$ cat config.mk
export PLATFORM = sky130hd
export DESIGN_NAME = st_ctrl_master
export DESIGN_NICKNAME = d
export VERILOG_FILES = /design/src/st_ctrl_pkg.sv /design/src/st_ctrl_master.sv
export SDC_FILE = /design/constraint.sdc
export NUM_CORES = 1
export LEC_CHECK = 0
export BUFFER_PORTS_ARGS = -buffer_cell sky130_fd_sc_hd__buf_2
export CORE_MARGIN = 5
export CORE_UTILIZATION = 55
export DETAILED_ROUTE_END_ITERATION = 10
export PLACE_DENSITY_LB_ADDON = 0.1
export SYNTH_ARGS = -nofsm -noshare
export SYNTH_HDL_FRONTEND = slang
export SYNTH_SLANG_ARGS = --single-unit
$ cat constraint.sdc
create_clock -name hclk -period 6.4 [get_ports hclk]
set_clock_uncertainty 0.15 [all_clocks]
set_input_delay 0.64 -clock hclk [delete_from_list [all_inputs] [get_ports hclk]]
set_output_delay 0.64 -clock hclk [all_outputs]
set_load 0.05 [all_outputs]
$ cat src/st_ctrl_pkg.sv
/*
 * Shared constants and carrier types for the S/T transceiver control master:
 * register map, reset values, field positions, preset frame contents.
 * Assumes a 32-bit AHB-Lite register bus and a single 200 MHz clock.
 */
package st_ctrl_pkg;

    // Register byte addresses
    localparam logic [7:0] MODE_ADDR     = 8'h00;
    localparam logic [7:0] CTRL_ADDR     = 8'h04;
    localparam logic [7:0] TXDATA_ADDR   = 8'h08;
    localparam logic [7:0] RXDATA_ADDR   = 8'h0c;
    localparam logic [7:0] STATUS_ADDR   = 8'h10;
    localparam logic [7:0] PA_DIR_ADDR   = 8'h14;
    localparam logic [7:0] PA_FUNC_ADDR  = 8'h18;
    localparam logic [7:0] PA_DATA_ADDR  = 8'h1c;

    // Reset values
    localparam logic [7:0]  MODE_RST     = 8'h00;
    localparam logic [15:0] PA_DIR_RST   = 16'h0000;
    localparam logic [15:0] PA_FUNC_RST  = 16'h0000;
    localparam logic [15:0] PA_DATA_RST  = 16'h0000;
    localparam logic [15:0] TXDATA_RST   = 16'h0000;

    // Mode register fields
    localparam int MODE_INV_BIT  = 5;     // Clock invert
    localparam int MODE_DIV_LSB  = 0;     // Half period minus one, 4 bits
    localparam logic [7:0] MODE_TYPICAL = 8'h2f;

    // Control register fields
    localparam int CTRL_START_BIT = 0;
    localparam int CTRL_TWO_BIT   = 1;
    localparam int CTRL_PRE_LSB   = 4;    // Preset select, 3 bits

    // Status register fields
    localparam int ST_BUSY_BIT   = 0;
    localparam int ST_DONE_BIT   = 1;
    localparam int ST_REFUSE_BIT = 2;
    localparam int ST_DELTA_BIT  = 3;
    localparam int ST_IRQ_BIT    = 4;
    localparam int ST_XRST_BIT   = 5;
    localparam int ST_NT_BIT     = 6;

    // Port A pin positions
    localparam int PA_RXD_PIN  = 0;
    localparam int PA_TXD_PIN  = 1;
    localparam int PA_CTS_OUT  = 2;
    localparam int PA_TCLK_PIN = 3;
    localparam int PA_CTS_PIN  = 4;
    localparam int PA_CD_OUT   = 5;
    localparam int PA_CD_PIN   = 6;
    localparam int PA_SEL_PIN  = 7;
    localparam int PA_XRST_PIN = 8;
    localparam logic [15:0] PA_DIR_TYPICAL   = 16'h01a4;
    localparam logic [15:0] PA_FUNC_POLLED   = 16'h000b;
    localparam logic [15:0] PA_FUNC_MODEM    = 16'h005b;
    localparam logic        SEL_ACTIVE       = 1'b1;

    // Transceiver frame contents
    localparam logic [7:0] BYTE_WR_HDR    = 8'h80;
    localparam logic [2:0] CFG_BYTE_REG   = 3'h7;
    localparam logic [7:0] CFG_NT_VALUE   = 8'h0c;
    localparam logic [7:0] CFG_TE_VALUE   = 8'h04;
    localparam logic [3:0] LOOP_NIB_REG   = 4'h2;
    localparam logic [3:0] MASK_NIB_REG   = 4'h4;
    localparam logic [3:0] BCH_NIB_REG    = 4'h5;
    localparam logic [3:0] BCH_BOTH_VALUE = 4'hc;
    localparam logic [3:0] LOOP_ACT_VALUE = 4'h8;
    localparam logic [3:0] LOOP_DEACT_VAL = 4'h4;

    // Preset codes in the control register
    localparam logic [2:0] PRE_NONE    = 3'd0;
    localparam logic [2:0] PRE_NT_CFG  = 3'd1;
    localparam logic [2:0] PRE_TE_CFG  = 3'd2;
    localparam logic [2:0] PRE_TE_BCH  = 3'd3;
    localparam logic [2:0] PRE_LOOP_ON = 3'd4;
    localparam logic [2:0] PRE_LOOP_OFF= 3'd5;
    localparam logic [2:0] PRE_MASK    = 3'd6;

    localparam logic [4:0] BITS_ONE = 5'd8;
    localparam logic [4:0] BITS_TWO = 5'd16;

    // Serial link pins driven by the master
    typedef struct packed {
        logic sclk;
        logic mosi;
    } link_out_t;

    // Port A pin group
    typedef struct packed {
        logic [15:0] out;
        logic [15:0] oe;
    } port_drive_t;

endpackage

$ cat src/st_ctrl_master.sv
/*
 * Control master for an external S/T interface transceiver: serial control
 * link shifter, port A pin multiplexing, transceiver reset and irq sensing.
 * Assumes an AHB-Lite master with word accesses; pins are asynchronous.
 */
`timescale 1ns/100ps

// Summary of operation
// - Device masters link, makes shift clock.
// - Mode 2F: idle high, fall out, rise in.
// - Mode 2F divides system clock by 32.
// - Transaction starts when start bit set or a preset code chosen.
// - Select asserted before, negated after each transaction.
// - Byte register write is two bytes.
// - Nibble write is one address/data byte.
// - Byte read: two bytes, data in second.
// - Nibble read: one byte, data follows after.
// - Transceiver irq feeds level one input.
// - Software pulses transceiver reset through port pin.
// - Network termination: byte reg seven gets 0C.
// - Terminal: 04 to reg seven, C nibble five.
// - Loop on writes 8, off writes 4.
// - Direction 01A4 makes pins 2,5,7,8 outputs.
// - Function 000B dedicates receive, transmit, clock pins.
// - Function 005B also dedicates modem inputs.
// - Polled handshake levels read from port data.
// - Dedicated handshake pins flag any change.
module st_ctrl_master (
    // Clock and reset
    input  wire logic                      hclk,
    input  wire logic                      hresetn,
    // AHB-Lite slave
    input  wire logic                      hsel,
    input  wire logic [31:0]               haddr,
    input  wire logic [1:0]                htrans,
    input  wire logic                      hwrite,
    input  wire logic [2:0]                hsize,
    input  wire logic [31:0]               hwdata,
    input  wire logic                      hready,
    output logic      [31:0]               hrdata,
    output logic                           hreadyout,
    output logic                           hresp,
    // Serial control link
    output st_ctrl_pkg::link_out_t         link_out,
    input  wire logic                      link_miso,
    // Port A pins
    output st_ctrl_pkg::port_drive_t       port_a,
    input  wire logic [15:0]               port_a_in,
    // Transceiver interrupt, active low, and its level one request
    input  wire logic                      xcvr_irq_n,
    output logic                           level_one_irq_input,
    // Second serial channel side of port A
    output logic                           chan2_rx_line,
    input  wire logic                      chan2_tx_line,
    input  wire logic                      chan2_tx_clock,
    output logic                           chan2_clear_to_send,
    output logic                           chan2_carrier_detect,
    output logic                           chan2_change_event
);
    import st_ctrl_pkg::*;

    typedef enum logic [1:0] {S_IDLE, S_LEAD, S_TRAIL} shift_state_t;

    // Builds the first byte of a byte register access
    function automatic logic [7:0] byte_hdr(input logic [2:0] addr);
        byte_hdr = BYTE_WR_HDR | {5'h00, addr};
    endfunction

    // Builds a nibble register write byte
    function automatic logic [7:0] nib_frame(input logic [3:0] addr, input logic [3:0] data);
        nib_frame = {addr, data};
    endfunction

    logic [7:0]   mode_r;
    logic [15:0]  txdata_r;
    logic [15:0]  rxdata_r;
    logic [15:0]  pa_dir_r;
    logic [15:0]  pa_func_r;
    logic [15:0]  pa_data_r;
    logic         done_r;
    logic         refuse_r;
    logic         delta_r;
    logic         nt_mode_r;
    logic         ap_valid_r;
    logic         ap_write_r;
    logic [7:0]   ap_addr_r;
    logic         rd_wait_r;
    logic [31:0]  hrdata_r;
    shift_state_t state_r;
    logic [15:0]  shift_r;
    logic [4:0]   bit_cnt_r;
    logic [4:0]   bit_total_r;
    logic [3:0]   div_cnt_r;
    logic         sclk_r;
    logic         mosi_r;
    logic [15:0]  pa_meta_r;
    logic [15:0]  pa_sync_r;
    logic [1:0]   meta_r;
    logic [1:0]   sync_r;
    logic [1:0]   hs_last_r;

    // Bus decode
    logic        addr_phase;
    logic        wr_now;
    logic        ctrl_wr;
    logic        status_wr;
    logic [2:0]  preset;
    logic        go_req;
    logic        sel_on;
    logic        off_blocked;
    logic        go;
    logic [15:0] frame;
    logic        two;
    logic        inv;
    logic [3:0]  half;
    logic        tick;
    logic        last_bit;
    logic        finish;
    logic        miso_s;
    logic        irq_s;
    logic        ded_cts;
    logic        ded_cd;
    logic        hs_change;
    logic [15:0] pa_read;
    logic [31:0] rd_val;

    assign addr_phase = hsel & htrans[1] & hready;
    assign wr_now     = ap_valid_r & ap_write_r;
    assign ctrl_wr    = wr_now & (ap_addr_r == CTRL_ADDR);
    assign status_wr  = wr_now & (ap_addr_r == STATUS_ADDR);
    assign preset     = hwdata[CTRL_PRE_LSB +: 3];
    assign go_req     = ctrl_wr & (hwdata[CTRL_START_BIT] | (preset != PRE_NONE));
    assign sel_on     = pa_dir_r[PA_SEL_PIN] & (pa_data_r[PA_SEL_PIN] == SEL_ACTIVE);
    assign off_blocked = (preset == PRE_LOOP_OFF) & ~nt_mode_r;
    assign go         = go_req & (state_r == S_IDLE) & sel_on & ~off_blocked;

    // Transmit frame selection, first byte in the upper half
    always_comb begin
        frame = txdata_r;
        two   = hwdata[CTRL_TWO_BIT];
        case (preset)
            PRE_NT_CFG: begin
                frame = {byte_hdr(CFG_BYTE_REG), CFG_NT_VALUE};
                two   = 1'b1;
            end
            PRE_TE_CFG: begin
                frame = {byte_hdr(CFG_BYTE_REG), CFG_TE_VALUE};
                two   = 1'b1;
            end
            PRE_TE_BCH: begin
                frame = {nib_frame(BCH_NIB_REG, BCH_BOTH_VALUE), 8'h00};
                two   = 1'b0;
            end
            PRE_LOOP_ON: begin
                frame = {nib_frame(LOOP_NIB_REG, LOOP_ACT_VALUE), 8'h00};
                two   = 1'b0;
            end
            PRE_LOOP_OFF: begin
                frame = {nib_frame(LOOP_NIB_REG, LOOP_DEACT_VAL), 8'h00};
                two   = 1'b0;
            end
            PRE_MASK: begin
                frame = {nib_frame(MASK_NIB_REG, txdata_r[3:0]), 8'h00};
                two   = 1'b0;
            end
            default: ;
        endcase
    end

    // Address phase capture; reads take one wait state
    always_ff @(posedge hclk or negedge hresetn) begin
        if (!hresetn) begin
            ap_valid_r <= 1'b0;
            ap_write_r <= 1'b0;
            ap_addr_r  <= 8'h00;
            rd_wait_r  <= 1'b0;
        end else begin
            if (hreadyout) begin
                ap_valid_r <= addr_phase;
                ap_write_r <= hwrite;
                ap_addr_r  <= haddr[7:0];
                rd_wait_r  <= addr_phase & ~hwrite;
            end else begin
                rd_wait_r  <= 1'b0;
            end
        end
    end

    // Port A read view: outputs show the latch, inputs the pin
    always_comb begin
        for (int i = 0; i < 16; i++) begin
            pa_read[i] = pa_dir_r[i] ? pa_data_r[i] : pa_sync_r[i];
        end
    end

    // Read mux; unmapped words read zero
    always_comb begin
        rd_val = 32'h0000_0000;
        if (ap_addr_r == MODE_ADDR) begin
            rd_val = {24'h000000, mode_r};
        end else if (ap_addr_r == TXDATA_ADDR) begin
            rd_val = {16'h0000, txdata_r};
        end else if (ap_addr_r == RXDATA_ADDR) begin
            rd_val = {16'h0000, rxdata_r};
        end else if (ap_addr_r == STATUS_ADDR) begin
            rd_val[ST_BUSY_BIT]   = (state_r != S_IDLE);
            rd_val[ST_DONE_BIT]   = done_r;
            rd_val[ST_REFUSE_BIT] = refuse_r;
            rd_val[ST_DELTA_BIT]  = delta_r;
            rd_val[ST_IRQ_BIT]    = irq_s;
            rd_val[ST_XRST_BIT]   = pa_dir_r[PA_XRST_PIN] & ~pa_data_r[PA_XRST_PIN];
            rd_val[ST_NT_BIT]     = nt_mode_r;
        end else if (ap_addr_r == PA_DIR_ADDR) begin
            rd_val = {16'h0000, pa_dir_r};
        end else if (ap_addr_r == PA_FUNC_ADDR) begin
            rd_val = {16'h0000, pa_func_r};
        end else if (ap_addr_r == PA_DATA_ADDR) begin
            rd_val = {16'h0000, pa_read};
        end
    end

    // Read data register
    always_ff @(posedge hclk or negedge hresetn) begin
        if (!hresetn) begin
            hrdata_r <= 32'h0000_0000;
        end else if (rd_wait_r) begin
            hrdata_r <= rd_val;
        end
    end

    assign hrdata    = hrdata_r;
    assign hreadyout = ~rd_wait_r;
    assign hresp     = 1'b0;

    // Software-written configuration registers
    always_ff @(posedge hclk or negedge hresetn) begin
        if (!hresetn) begin
            mode_r    <= MODE_RST;
            txdata_r  <= TXDATA_RST;
            pa_dir_r  <= PA_DIR_RST;
            pa_func_r <= PA_FUNC_RST;
            pa_data_r <= PA_DATA_RST;
        end else if (wr_now) begin
            if (ap_addr_r == MODE_ADDR) begin
                mode_r <= hwdata[7:0];
            end else if (ap_addr_r == TXDATA_ADDR) begin
                txdata_r <= hwdata[15:0];
            end else if (ap_addr_r == PA_DIR_ADDR) begin
                pa_dir_r <= hwdata[15:0];
            end else if (ap_addr_r == PA_FUNC_ADDR) begin
                pa_func_r <= hwdata[15:0];
            end else if (ap_addr_r == PA_DATA_ADDR) begin
                pa_data_r <= hwdata[15:0];
            end
        end
    end

    // Mode decode: invert bit and divider, 2F gives invert and 32
    assign inv  = mode_r[MODE_INV_BIT];
    assign half = mode_r[MODE_DIV_LSB +: 4];
    assign tick = (div_cnt_r == 4'h0);
    assign last_bit = (bit_cnt_r == bit_total_r - 5'd1);
    assign finish   = (state_r == S_TRAIL) & tick & last_bit;

    // Shift engine: lead edge drives out, trail edge samples in
    always_ff @(posedge hclk or negedge hresetn) begin
        if (!hresetn) begin
            state_r     <= S_IDLE;
            shift_r     <= 16'h0000;
            bit_cnt_r   <= 5'd0;
            bit_total_r <= BITS_ONE;
            div_cnt_r   <= 4'h0;
            sclk_r      <= 1'b0;
            mosi_r      <= 1'b0;
            rxdata_r    <= 16'h0000;
        end else begin
            case (state_r)
                S_IDLE: begin
                    sclk_r <= inv;
                    if (go) begin
                        shift_r     <= frame;
                        bit_total_r <= two ? BITS_TWO : BITS_ONE;
                        bit_cnt_r   <= 5'd0;
                        div_cnt_r   <= half;
                        rxdata_r    <= 16'h0000;
                        state_r     <= S_LEAD;
                    end
                end
                S_LEAD: begin
                    if (tick) begin
                        sclk_r    <= ~inv; // Falling edge when inverted
                        mosi_r    <= shift_r[15];
                        shift_r   <= {shift_r[14:0], 1'b0};
                        div_cnt_r <= half;
                        state_r   <= S_TRAIL;
                    end else begin
                        div_cnt_r <= div_cnt_r - 4'h1;
                    end
                end
                S_TRAIL: begin
                    if (tick) begin
                        sclk_r    <= inv; // Rising edge when inverted
                        rxdata_r  <= {rxdata_r[14:0], miso_s};
                        bit_cnt_r <= bit_cnt_r + 5'd1;
                        div_cnt_r <= half;
                        state_r   <= last_bit ? S_IDLE : S_LEAD;
                    end else begin
                        div_cnt_r <= div_cnt_r - 4'h1;
                    end
                end
                default: begin
                    state_r <= S_IDLE;
                end
            endcase
        end
    end

    assign link_out.sclk = sclk_r;
    assign link_out.mosi = mosi_r;

    // Sticky flags; a hardware set wins over a same-cycle clear
    always_ff @(posedge hclk or negedge hresetn) begin
        if (!hresetn) begin
            done_r   <= 1'b0;
            refuse_r <= 1'b0;
            delta_r  <= 1'b0;
        end else begin
            done_r   <= finish | (done_r & ~(status_wr & hwdata[ST_DONE_BIT]));
            refuse_r <= (go_req & ~go) | (refuse_r & ~(status_wr & hwdata[ST_REFUSE_BIT]));
            delta_r  <= hs_change | (delta_r & ~(status_wr & hwdata[ST_DELTA_BIT]));
        end
    end

    // Termination mode tracks which configuration preset was sent
    always_ff @(posedge hclk or negedge hresetn) begin
        if (!hresetn) begin
            nt_mode_r <= 1'b0;
        end else if (go & (preset == PRE_NT_CFG)) begin
            nt_mode_r <= 1'b1;
        end else if (go & (preset == PRE_TE_CFG)) begin
            nt_mode_r <= 1'b0;
        end
    end

    // Two-flop synchronisers for all pins
    always_ff @(posedge hclk or negedge hresetn) begin
        if (!hresetn) begin
            pa_meta_r <= 16'h0000;
            pa_sync_r <= 16'h0000;
            meta_r    <= 2'b01;
            sync_r    <= 2'b01;
        end else begin
            pa_meta_r <= port_a_in;
            pa_sync_r <= pa_meta_r;
            meta_r    <= {link_miso, xcvr_irq_n};
            sync_r    <= meta_r;
        end
    end

    assign miso_s = sync_r[1];
    assign irq_s  = ~sync_r[0];
    assign level_one_irq_input = irq_s;

    // Dedicated handshake inputs and change detection
    assign ded_cts   = pa_func_r[PA_CTS_PIN];
    assign ded_cd    = pa_func_r[PA_CD_PIN];
    assign hs_change = (ded_cts & (pa_sync_r[PA_CTS_PIN] != hs_last_r[0]))
                     | (ded_cd & (pa_sync_r[PA_CD_PIN] != hs_last_r[1]));

    always_ff @(posedge hclk or negedge hresetn) begin
        if (!hresetn) begin
            hs_last_r <= 2'b00;
        end else begin
            hs_last_r <= {pa_sync_r[PA_CD_PIN], pa_sync_r[PA_CTS_PIN]};
        end
    end

    assign chan2_change_event   = hs_change;
    assign chan2_rx_line        = pa_func_r[PA_RXD_PIN] ? pa_sync_r[PA_RXD_PIN] : 1'b1;
    assign chan2_clear_to_send  = ded_cts ? pa_sync_r[PA_CTS_PIN] : 1'b1;
    assign chan2_carrier_detect = ded_cd ? pa_sync_r[PA_CD_PIN] : 1'b1;

    // Pin drive: dedicated outputs override, dedicated inputs never driven, else direction and data
    always_comb begin
        port_a.out = pa_data_r;
        port_a.oe  = pa_dir_r & ~pa_func_r;
        port_a.out[PA_TXD_PIN]  = pa_func_r[PA_TXD_PIN] ? chan2_tx_line : pa_data_r[PA_TXD_PIN];
        port_a.oe[PA_TXD_PIN]   = pa_func_r[PA_TXD_PIN] | pa_dir_r[PA_TXD_PIN];
        port_a.out[PA_TCLK_PIN] = pa_func_r[PA_TCLK_PIN] ? chan2_tx_clock : pa_data_r[PA_TCLK_PIN];
        port_a.oe[PA_TCLK_PIN]  = pa_func_r[PA_TCLK_PIN] | pa_dir_r[PA_TCLK_PIN];
    end

endmodule

=== Yosys cells after proc, flatten, opt, wreduce, memory -nomap -nowiden ===
Cells that the tools add are included.

* Memory bits (writable): 0
* Bits in registers: 207
* Logic and storage cells: 181
* Output and inout bits: 73
* Latch bits: 0
* Memories kept: 0
* Memory bits (read-only): 0

* Multipliers: 0
* Magnitude comparators: 0
* Bitwise logic cells: 50
* Mux-type cells: 55
* Equality and inequality tests: 21
* Shift operators: 0
* $add $sub $neg: 3
* Reduce and logical (&&, ||, !) cells: 25
* Div/mod/pow operators: 0

{| class="wikitable"
|+ Operator list
! operator !! count
|-
| $mux W32 || 5
|-
| $pmux W16 S6 || 1
|-
| $mux W16 || 5
|-
| $pmux W16 S2 || 2
|-
| $eq A8 B5 Y1 const B || 4
|-
| $mux W1 || 27
|-
| $and A1 B1 Y1 || 26
|-
| $mux W25 || 1
|-
| $and A16 B16 Y16 || 1
|-
| $eq A8 B4 Y1 const B || 2
|-
| $not A16 Y16 || 1
|-
| $mux W5 || 3
|-
| $not A1 Y1 || 15
|-
| $reduce_and A3 Y1 || 5
|-
| $pmux W5 S2 || 1
|-
| $reduce_bool A2 Y1 || 5
|-
| $eq A3 B3 Y1 const B || 3
|-
| $eq A8 B3 Y1 const B || 1
|-
| $logic_not A8 Y1 || 1
|-
| $mux W4 || 2
|-
| $pmux W4 S2 || 1
|-
| $reduce_and A2 Y1 || 4
|-
| $mux W7 || 1
|-
| $or A1 B1 Y1 || 7
|-
| 22 further kinds || 30
|}

=== Depth between registers and ports, before layout ===
Gate-level depths: netlist of the first run.

* Word-level depth: 9
* Gate-level depth with buffers: 9
* Gate-level depth less buffers: 7

=== Least setup slack after synthesis of the first run ===
OpenSTA, ideal clock, no wires.

* Path kind: in2reg
* Start: in hwdata[5]
* End: reg rxdata_r[10]
* Cell stages on the path: 6
* Setup slack: 3.908 ns
* Setup time: 0.121 ns
* Data arrival time: 2.221 ns
* Cell sequence: clkbuf_1 -> nor2_1 -> a311oi_2 -> a31oi_1 -> clkbuf_1 -> a22o_1

* Cells in the longest elaborated chain, start to end: 8
* Elaborated cells on any way between the ends: 11

{| class="wikitable"
|+ Ends and longest elaborated chain
! what !! RTL line !! RTL
|-
| start: declaration || st_ctrl_master.sv:38 || <nowiki>input wire logic [31:0] hwdata,</nowiki>
|-
| $reduce_bool A3 Y1 || st_ctrl_master.sv:132 || <nowiki>assign go_req = ctrl_wr & (hwdata[CTRL_START_BIT] | (preset != PRE_NONE));</nowiki>
|-
| $or A1 B1 Y1 || st_ctrl_master.sv:132 ||
|-
| $and A1 B1 Y1 || st_ctrl_master.sv:132 ||
|-
| $and A1 B1 Y1 (2 in a row) || st_ctrl_master.sv:135 || <nowiki>assign go = go_req & (state_r == S_IDLE) & sel_on & ~off_blocked;</nowiki>
|-
| $and A1 B1 Y1 * || st_ctrl_master.sv:135 ||
|-
| $ne A2 B2 Y1 (no source line) * || n/a ||
|-
| $reduce_and A3 Y1 (no source line) * || n/a ||
|-
| end signal: assignment || st_ctrl_master.sv:303 || <nowiki>rxdata_r <= {rxdata_r[14:0], miso_s};</nowiki>
|-
| end: declaration || st_ctrl_master.sv:76 || <nowiki>logic [15:0] rxdata_r;</nowiki>
|}

Mark *: on every way between the ends. The rest lies on a longest branch, timed or not.
A chain may end at the register's enable or synchronous reset.

=== Worst setup path in the final report of the first run ===
* Start: reg state_r[1]
* End: reg div_cnt_r[2]

* Cells in the longest elaborated chain, start to end: 6
* Elaborated cells on any way between the ends: 11

{| class="wikitable"
|+ Ends and longest elaborated chain
! what !! RTL line !! RTL
|-
| start: declaration || st_ctrl_master.sv:89 || <nowiki>shift_state_t state_r;</nowiki>
|-
| start signal: assignment || st_ctrl_master.sv:306 || <nowiki>state_r <= last_bit ? S_IDLE : S_LEAD;</nowiki>
|-
| $logic_not A2 Y1 || st_ctrl_master.sv:135, st_ctrl_master.sv:277 ||
|-
| $and A1 B1 Y1 (3 in a row) || st_ctrl_master.sv:135 ||
|-
| $ne A2 B2 Y1 (no source line) || n/a ||
|-
| $reduce_and A2 Y1 (no source line) || n/a ||
|-
| end signal: assignment || st_ctrl_master.sv:284 || <nowiki>div_cnt_r <= half;</nowiki>
|-
| end signal: assignment || st_ctrl_master.sv:294 || <nowiki>div_cnt_r <= half;</nowiki>
|-
| end signal: assignment || st_ctrl_master.sv:297 || <nowiki>div_cnt_r <= div_cnt_r - 4'h1;</nowiki>
|-
| end: declaration || st_ctrl_master.sv:93 || <nowiki>logic [3:0] div_cnt_r;</nowiki>
|}

Several ways; a longest one is shown, not always the timed one.

==> run metrics, run 1 <==
fin crit share=~50%; Placed Cells incl. Taps=between 1000 and 1500; VDD IR max=0.000216 V; vias after detailed routing=approximately 6600; final max-slew violation count=0; CTS tree=built; grt ovf=0; sw frac=a little under a third; core area=~16000 um^2; CP max FO=13; layout cells sized above 1=25.2%; Fin Setup TNS=0 ns; Mapped Area=8890 um^2; number of DRC markers in iteration 0=roughly 440; Root Buffer=clkbuf_16; slowest stage cell on the critical path=a311oi_2; nets@finish=990; Synth Flop Type=dfrtp_1; Post-Layout Cell Count=~1100; Filler cells=approximately 1300; initial antenna violation count=0; reg2reg start=state_r[1]; Worst Setup Start Kind=flip-flop; setup bufs post-CTS=0; Die Height=137 um; largest net degree at the start of global routing=117; GPL Wtd Cong=0.901; DRT Pass-1 Iters=5; RSZ-0062 raised after global routing=false; Setup Viol. Count Final=0; CTS Buf Count=17; Arr. time, crit path=~3.4 ns; register area share after synthesis=52.9%; power share of the sequential group=45.3%; Max Cap Violations=0; Slew @ Worst Pin=1.21 ns; post-detailed-placement half-perimeter wirelength=15400 um; clk sinks=188; run status=finished, final reports clean; fmax=between 300 and 400 MHz; die area=18800 um^2; DIE WIDTH=137 um; post-cts hold buffer count=0; LEAKAGE=0.00438 uW; EDFF count, synth=0; Comb power frac=21.1%; Yosys cell types=70; Routed WL=22000 um; P per Cell Area=310 nW/um^2; most frequent cell on the critical path=inv_1; crit path cell chain=inv_1, ha_1, inv_1, a311oi_2, a21oi_1, or2_1, o2111a_1; Clk network pwr share=roughly 34%; P&R area growth vs syn=12.1%; Routed Antenna Nets=0; # resized after CTS=0; register clock-pin slew on the reported worst setup and hold paths=~0.070 ns; worst-skew pair later-pin latency=0.42 ns; Vias/cell=about 6; DR DRC count=0; CP startpoint=state_r[1]; # H-tree levels=4; GRT Util Overall=between 20% and 30%; ys async rst share=100%; min cycle time layout=3.20 ns; Antenna diodes=0; crit path kind=flip-flop to flip-flop; port bufs=105; Max stage delay on crit path=0.64 ns; WP data required=roughly 6.6 ns; #FFs+latches synth=188; first-pass GRT wire length=roughly 36000 um; Final Power=3090 uW; Cell Rows=between 40 and 50; drt wl/cell=19.7 um; vias in the first global route=6736; Initial Utilization=56.0%; CTS Buffer Depth=2; Int Pwr=2110 uW; CP Capture Type=flip-flop; Hold Vio Cnt, Final=0; Hold Path Class=primary input to flip-flop; IO Count=167; Ys Warns=0; slew margin rel.=about a fifth; Switch Pwr=982 uW; Hold Path Origin=xcvr_irq_n; Synth Instances=825; Syn Area/Cell=10.8 um^2
per-stage QoR:
stage                     area (um^2)  util (%)  setup slack, ns  hold slack, ns
after detailed placement         9380      59.1             3.12           0.185
final                            9960      62.7             3.20           0.164
after global placement           9380      59.1             3.20           0.181
after global routing             9960      62.7             2.94           0.156
after floorplan                  8950         -             3.91           0.181
after CTS                        9960      62.7             3.19           0.151
power by group through the flow:
stage               Sequential (uW)  Clock [uW]  Combinational [uW]
global route                   1410        1100                 721
detailed placement             1420           0                 648
floorplan                      1410           0                 484
global placement               1410           0                 624
finish                         1400        1040                 651
CTS                            1400        1060                 650
path summary, 6_finish.rpt:
kind                       depth (start not counted)  slack [ns]           end
max                                                7        3.20  div_cnt_r[2]
min                                                1        0.16     meta_r[0]
max reg2reg                                        7        3.20  div_cnt_r[2]
min reg2reg                                        0        0.20  pa_sync_r[4]
min in group asynchronous                          1        0.18    state_r[0]
max in group asynchronous                          2        4.40  pa_sync_r[9]
placed cells by master, fill, tap and decap left out, drive strengths merged, types with 5 or more instances in the layout:
master,count
and3,5
nand4,6
or2,5
nand2b,20
nor2,45
nand3b,8
dfrtp,185
nor4,5
o221ai,10
o41ai,5
nor3,13
clkinvlp,5
a22o,22
mux2i,12
a211oi,9
buf,112
a311oi,8
ha,6
nand2,56
o31ai,5
o21ai,64
mux2,78
a21oi,33
a31oi,6
a22oi,7
conb,17
clkbuf,20
nand3,19
inv,28
nor2b,20
cells in the mapped netlist (12+ instances only):
cell	n	area share, %
nand2_1	56	2.4
nor3_1	12	0.68
nor2_1	45	1.9
o21ai_0	60	3.4
a21oi_1	33	1.9
a22o_1	22	2.2
clkbuf_1	42	1.8
nand3_1	19	1.1
nand2b_1	20	1.4
nor2b_1	20	1.4
inv_1	25	1.1
dfrtp_1	185	52
mux2_2	70	8.9
mux2i_1	12	1.4
buf_4	33	2.8
flip-flops by register name, summed over array words and instances (netlist names), 2 cells and up:
| name | flops |
|---|---|
| hrdata | 16 |
| pa_data_r | 16 |
| pa_dir_r | 16 |
| pa_func_r | 16 |
| pa_meta_r | 16 |
| pa_sync_r | 16 |
| rxdata_r | 16 |
| shift_r | 16 |
| txdata_r | 16 |
| ap_addr_r | 8 |
| mode_r | 8 |
| bit_cnt_r | 5 |
| div_cnt_r | 4 |
| bit_total_r | 2 |
| hs_last_r | 2 |
| meta_r | 2 |
| state_r | 2 |
| sync_r | 2 |
cell families (layout without fill, tap and decap cells):
family          count (synthesis)  after routing  synth area share (%)
other cells                     1             17                0.0422
buf+inv                       109            171                  6.05
mux                            90             90                  11.2
flops                         188            188                  52.9
simple gates                  226            226                  13.4
compound gates                202            202                  15.2
xor+xnor                        3              3                 0.296
fa+ha+maj                       6              6                 0.844
per-layer routing:
| metal | track usage, % | share of wire (%) | vias to the layer above |
|---|---|---|---|
| met1 | 37.1 | 47 | 3329 |
| met3 | 3.90 | 5.2 | 29 |
| li1 | - | - | 3052 |
| met2 | 36.9 | 45 | 225 |
| met4 | 7.76 | 2.1 | 0 |
| met5 | 0 | 0 | - |
worst max-delay path: cells and delay by family (launching register included):
kind	cells	cell delay, ns
AO/OA/AOI/OAI	3	1.39
flip-flops	1	0.40
AND/OR/NAND/NOR	1	0.40
adder cells (fa/ha/maj)	1	0.43
buffers and inverters	2	0.32
layout make-up:
type | count | area (um^2) | area share (%)
sequential | 188 | 4710 | 47.3
multi-input combinational | 544 | 3710 | 37.3
timing repair buffer | 113 | 594 | 5.96
clock buffer | 19 | 443 | 4.45
tap | 216 | 270 | 2.71
clock inverter | 13 | 139 | 1.39
inverter | 26 | 97.6 | 0.979
Power figures use the tool's default switching activity.
==> run 2, diff against run 1 <==
ABC_AREA = 1   (was default)
CORE_UTILIZATION = 50   (was 55)
clock period = 2.6 ns   (was 6.4 ns; I/O delays follow)
==> run metrics, run 2 <==
vias after detailed routing=7066 (+6.5%); Hold Path Class=primary input to flip-flop; Vias/cell=5.03 (-15%); Int Pwr=5060 uW (+140%); fmax=447 MHz (+43%); post-synth top area share=53.2% (+1.2 points); Yosys cell types=35 (-50%); CTS tree=built; Crit path buffers/inverters=3 (+1); GPL Wtd Cong=0.874 (-2.9%); CP Capture Type=flip-flop; GRT Util Overall=23.2% (-1.5 points); Synth area leaders=dfrtp_1 53%, nand2_1 15%, o21ai_0 6.8%; vias in the first global route=6867 (+1.9%); share of synthesized area spent on multiplexers=0.619% (-11 points); worst-skew pair later-pin latency=0.44 ns (+0.02 ns); P&R area growth vs syn=17.5%; Worst Setup Start Kind=flip-flop; initial antenna violation count=0 (unchanged); die area=20100 um^2 (+7.0%); P per Cell Area=761 nW/um^2 (+150%); Fin Setup TNS=0 ns (unchanged); Synth Instances=1039 (+26%); register area share after synthesis=54.1% (+1.2 points); delay-heaviest family, CP=simple AND/OR/NAND/NOR gates; Final Power=7770 uW (+150%); clk sinks=188 (unchanged); crit path cell chain=inv_1, ha_1, inv_1, nor3_2, nand2_2, nand2_4, nand2_4, inv_2, nand2_1, nand2_1; Post-Synth Adder-Cell Area=0.863% (+0.019 points); Synth Flop Type=dfrtp_1; nets@finish=1269 (+28%); Hold Vio Cnt, Final=0 (unchanged); RSZ-0062 raised after global routing=false; Max Cap Violations=0 (unchanged); CTS Buf Count=17 (unchanged); WP data required=2.83 ns (-3.73 ns); highest routed layer=met4; fin crit share=86.0% (+36 points); Arr. time, crit path=2.46 ns (-0.89 ns); Max stage delay on crit path=0.42 ns (-0.22 ns); layout cells sized above 1=17.4% (-7.8 points); M1 wire length=10000 um (-3.7%); CP max FO=24 (+11); register area=4710 um^2 (unchanged); Routed Antenna Nets=0 (unchanged); Antenna diodes=0 (unchanged); crit path kind=flip-flop to flip-flop; Comb power frac=24.8% (+3.7 points); worst hold stages=3 (+2); leading area contributor after synthesis=dfrtp_1; slew margin rel.=65.1% (+46 points); Mapped Area=8700 um^2 (-2.2%); min cycle time layout=2.24 ns (-0.961 ns); drt wl/cell=15.8 um (-19%); number of DRC markers in iteration 0=475 (+7.0%); LEAKAGE=0.00546 uW (+25%); Clk network pwr share=31.9% (-1.8 points); WL met3=1320 um (+16%); Initial Utilization=50.6% (-5.3 points); final max-slew violation count=0 (unchanged); Setup Viol. Count Final=0 (unchanged); Slew @ Worst Pin=0.521 ns (-0.691 ns); DRT Pass-1 Iters=7 (+2); EDFF count, synth=0 (unchanged); commonest non-fill, non-tap cell in the layout=nand2_1; post-detailed-placement half-perimeter wirelength=15900 um (+2.8%); xor/xnor share of the synthesized area=0.705% (+0.41 points); simple logic cell fraction of the synthesized area=24.0% (+11 points); power share of the sequential group=43.4% (-1.9 points); main combinational cell family by area after synthesis=simple AND/OR/NAND/NOR gates; most frequent cells in the layout=337 x nand2_1, 185 x dfrtp_1, 119 x o21ai_0; largest net degree at the start of global routing=91 (-22%); core area=17200 um^2 (+8.1%); Ys Warns=0 (unchanged); VDD IR max=0.000498 V (+130%); Syn Area/Cell=8.37 um^2 (-22%); metal2 WL=10600 um (+5.8%); run status=finished, final reports clean; IO Count=167 (unchanged); top post-synthesis cells by count=337 x nand2_1, 185 x dfrtp_1, 119 x o21ai_0, 90 x inv_1, 68 x nor2_1; Synth Area in Compound Gates=10.7% (-4.5 points); final setup margin=0.365 ns (-2.84 ns); ys async rst share=100% (unchanged); Cell Rows=48 (+4.3%); Setup WS pre-CTS=0.392 ns (-2.73 ns); #FFs+latches synth=188 (unchanged); grt ovf=0 (unchanged); setup bufs post-CTS=0 (unchanged); R2R depth=10 (+3); # H-tree levels=4 (unchanged); register clock-pin slew on the reported worst setup and hold paths=0.08 ns (about the same); sw frac=34.9% (+3.1 points); Filler cells=1537 (+15%); DR DRC count=0 (unchanged); DIE WIDTH=142 um (+3.5%); Routed WL=22300 um (+1.2%); Root Buffer=clkbuf_16; port bufs=105 (unchanged); Switch Pwr=2710 uW (+180%); slowest stage cell on the critical path=dfrtp_1; multi-input logic area=3270 um^2 (-12%); CTS Buffer Depth=2 (unchanged); first-pass GRT wire length=36500 um (+1.2%); count leader, synth=nand2_1; Worst path depth=10 (+3); Die Height=142 um (+3.5%)
==> run 2: cell count changes after synthesis, moves of 20 or more <==
cell | previous run | this run
nor2b_1 | 20 | 0
nor2_1 | 45 | 68
a22o_1 | 22 | 0
inv_1 | 25 | 90
nand2b_1 | 20 | 0
nand2_1 | 56 | 337
mux2_2 | 70 | 3
clkbuf_1 | 42 | 18
o21ai_0 | 60 | 119
nand3_1 | 19 | 55
==> run 2: repair_timing <==
item,in CTS,in global routing
hold endpoints to repair,126,0
resized for setup,0,0
hold buffers,32,0
setup endpoints to repair,0,0
==> run 2: cells by family (layout without fill, tap and decap cells) <==
logic type | after synthesis | after routing
compound gates | 172 | 172
xor+xnor | 7 | 7
fa+ha+maj | 6 | 6
buf+inv | 160 | 286
flops | 188 | 188
mux | 5 | 5
other cells | 1 | 17
simple gates | 500 | 500
==> run 2: layout make-up <==
class | instances | share of cell area [%]
inverter | 94 | 3.45
clock inverter | 14 | 1.20
tap | 225 | 2.75
multi-input combinational | 707 | 32.0
timing repair buffer | 161 | 10.4
sequential | 188 | 46.1
clock buffer | 17 | 4.16
==> run 2: metal layers <==
layer | GRT usage [%] | vias up
met5 | 0 | -
met4 | 5.66 | 0
met3 | 4.38 | 23
met2 | 37.2 | 206
met1 | 32.8 | 3324
li1 | - | 3513
==> run 2: path summary, 6_finish.rpt <==
check	from	end	slack [ns]
worst min-delay path	hwdata[12]	pa_data_r[12]	0.005
worst max-delay path	state_r[0]	shift_r[8]	0.36
max in group asynchronous	hresetn	sync_r[0]	1.38
min in group asynchronous	hresetn	div_cnt_r[3]	0.15
worst min register to register	pa_meta_r[0]	pa_sync_r[0]	0.20
worst max register to register	state_r[0]	shift_r[8]	0.36
==> run 2: stage by stage <==
stage / cell area, um^2 / instances / util, % / hold slack, ns
floorplan: 8760 / 1055 / - / -0.186
global placement: 9350 / 1343 / 54.4 / 0.0487
detailed placement: 9350 / 1343 / 54.4 / 0.0505
CTS: 10200 / 1406 / 59.5 / 0.00528
global route: 10200 / 1406 / 59.5 / 0.0226
finish: 10200 / 1406 / 59.5 / 0.00540
==> run 2: power groups by stage <==
| stage | sequential (uW) | combinational [uW] | clock [uW] |
|---|---|---|---|
| 2_1_floorplan | 3460 | 1460 | 0 |
| 3_3_place_gp | 3420 | 1870 | 0 |
| 3_5_place_dp | 3420 | 1900 | 0 |
| 4_1_cts | 3370 | 1940 | 2530 |
| 5_1_grt | 3410 | 2160 | 2670 |
| 6_report | 3370 | 1920 | 2480 |
==> run 2: worst reg2reg max path, cell delays in order (launching register included) <==
cell and delay (ns):
dfrtp_1 0.42, inv_1 0.10, ha_1 0.18, inv_1 0.12, nor3_2 0.25, nand2_2 0.16
nand2_4 0.22, nand2_4 0.22, inv_2 0.22, nand2_1 0.08, nand2_1 0.06
==> run 3, diff against run 2 <==
BUFFER_PORTS_ARGS = default   (was -buffer_cell sky130_fd_sc_hd__buf_2)
CORE_ASPECT_RATIO = 1.2   (was default)
CORE_UTILIZATION = 55   (was 50)
DONT_BUFFER_PORTS = 1   (was default)
clock period = 2.71 ns   (was 2.6 ns; I/O delays follow)
==> run metrics, run 3 (synthesized netlist as in run 2, its figures left out) <==
nets@finish=1186 (-6.5%); number of DRC markers in iteration 0=500 (+5.3%); vias in the first global route=6717 (-2.2%); Post-Layout Cell Count=1307 (-7.0%); min cycle time layout=2.34 ns (+0.106 ns); DRT Pass-1 Iters=6 (-1); Switch Pwr=2450 uW (-9.8%); DIE WIDTH=125 um (-12%); LEAKAGE=0.00517 uW (-5.3%); Routed Antenna Nets=0 (unchanged); Hold Path Class=primary input to async pin; RSZ-0062 raised after global routing=false; CP max FO=24 (unchanged); DR DRC count=0 (unchanged); Layout Utilization=63.8% (+4.3 points); port bufs=0 (-100%); Vias/cell=5.20 (+3.4%); Hold Vio Cnt, Final=188 (+188); core area=15600 um^2 (-9.3%); drt wl/cell=16.6 um (+4.9%); WP data required=2.93 ns (+0.10 ns); register area=4710 um^2 (unchanged); Routed WL=21700 um (-2.5%); Filler cells=1327 (-14%); CP Capture Type=flip-flop; crit path kind=flip-flop to flip-flop; post-cts hold buffer count=45 (+41%); Clk network pwr share=35.5% (+3.6 points); CTS Buffer Depth=2 (unchanged); Setup Viol. Count Final=0 (unchanged); Root Buffer=clkbuf_16; commonest non-fill, non-tap cell in the layout=nand2_1; layout cells sized above 1=10.1% (-7.3 points); CTS Buf Count=17 (unchanged); grt ovf=0 (unchanged); clk sinks=188 (unchanged); Antenna diodes=0 (unchanged); reg2reg end=shift_r[11]; P&R area growth vs syn=14.3%; IO Count=167 (unchanged); initial antenna violation count=0 (unchanged); register clock-pin slew on the reported worst setup and hold paths=0.07 ns (about the same); CTS tree=built; Initial Utilization=55.8% (+5.2 points); reg2reg start=state_r[1]; Cell Rows=50 (+4.2%); Comb power frac=20.4% (-4.4 points); Hold WS=-0.613 ns (-0.618 ns); Arr. time, crit path=2.56 ns (+0.10 ns); largest net degree at the start of global routing=189 (+110%); first-pass GRT wire length=35300 um (-3.4%); slew margin rel.=43.6% (-22 points); FF-to-FF setup slack=0.37 ns (about the same); Worst Setup Start Kind=flip-flop; setup bufs post-CTS=0 (unchanged); worst-skew pair later-pin latency=0.43 ns (about the same); Int Pwr=5220 uW (+3.1%); final max-slew violation count=0 (unchanged); R2R depth=10 (unchanged); vias after detailed routing=6792 (-3.9%); sw frac=31.9% (-3.0 points); fmax=427 MHz (-4.5%); most frequent cells in the layout=337 x nand2_1, 185 x dfrtp_1, 119 x o21ai_0; GRT Util Overall=24.2% (+1.0 points); Die Height=148 um (+4.1%); # H-tree levels=4 (unchanged); multi-input logic area=3270 um^2 (unchanged); VDD IR max=0.000503 V (+1.0%); failing checks=hold timing; Fin Setup TNS=0 ns (unchanged); run status=complete, but fails checks; GPL Wtd Cong=0.850 (-2.7%); Placed Cells incl. Taps=1230 (-8.4%); # resized after CTS=0 (unchanged); Slew @ Worst Pin=0.846 ns (+0.325 ns); die area=18400 um^2 (-8.4%); P per Cell Area=771 nW/um^2 (+1.3%); post-detailed-placement half-perimeter wirelength=15100 um (-4.6%); Max Cap Violations=0 (unchanged); power share of the sequential group=44.1% (+0.7 points); fin crit share=86.4% (+0.41 points)
-- run 3: cell count changes in the layout (fill, tap and decap cells not counted), sizes merged --
cell,change
buf,-95
clkbuf,+2
bufinv,+4
inv,-8
clkinvlp,+2
dlygate4sd3,+13
-- run 3: how the worst max path moves through the flow --
| stage | from | end | depth (start not counted) |
|---|---|---|---|
| after detailed placement | state_r[0] | shift_r[9] | 10 |
| final | state_r[1] | shift_r[11] | 10 |
| after CTS | state_r[0] | shift_r[3] | 10 |
| after global placement | state_r[0] | shift_r[11] | 10 |
| after floorplan | state_r[0] | shift_r[15] | 10 |
| after global routing | state_r[0] | shift_r[8] | 10 |
-- run 3: through the flow --
stage	power (uW)	instance area (um^2)	setup WS [ns]
after floorplan	4720	8760	0.839
after global placement	4920	8840	0.425
after detailed placement	4950	8840	0.386
after CTS	7720	9940	0.379
after global routing	8050	9940	0.193
final	7660	9940	0.369
-- run 3: layer usage --
layer	global-route usage [%]	wire, um	up-vias
met5	0	0	-
met2	40.9	10900	198
met1	31.1	9130	3219
met4	7.95	439	0
li1	-	-	3344
met3	5.42	1270	31
-- run 3: cell type report --
class | instances | area share (%)
clock buffers | 20 | 4.70
clock inverters | 12 | 1.85
inverters | 94 | 3.55
multi-input cells | 707 | 32.9
flip-flops and latches | 188 | 47.4
well taps | 208 | 2.62
repair buffers | 78 | 7.02
-- run 3: critical path, cell delays in order (launching register included) --
cell	delay, ns
dfrtp_1	0.42
inv_1	0.09
ha_1	0.26
inv_1	0.16
nor3_2	0.24
nand2_2	0.17
nand2_4	0.22
nand2_4	0.22
inv_2	0.21
nand2_1	0.07
nand2_1	0.06
-- run 3: power by group through the flow --
stage          combinational (uW)  sequential, uW  clock (uW)
2_1_floorplan                1400            3320           0
3_3_place_gp                 1490            3430           0
3_5_place_dp                 1530            3430           0
4_1_cts                      1580            3380        2760
5_1_grt                      1770            3410        2870
6_report                     1560            3380        2720
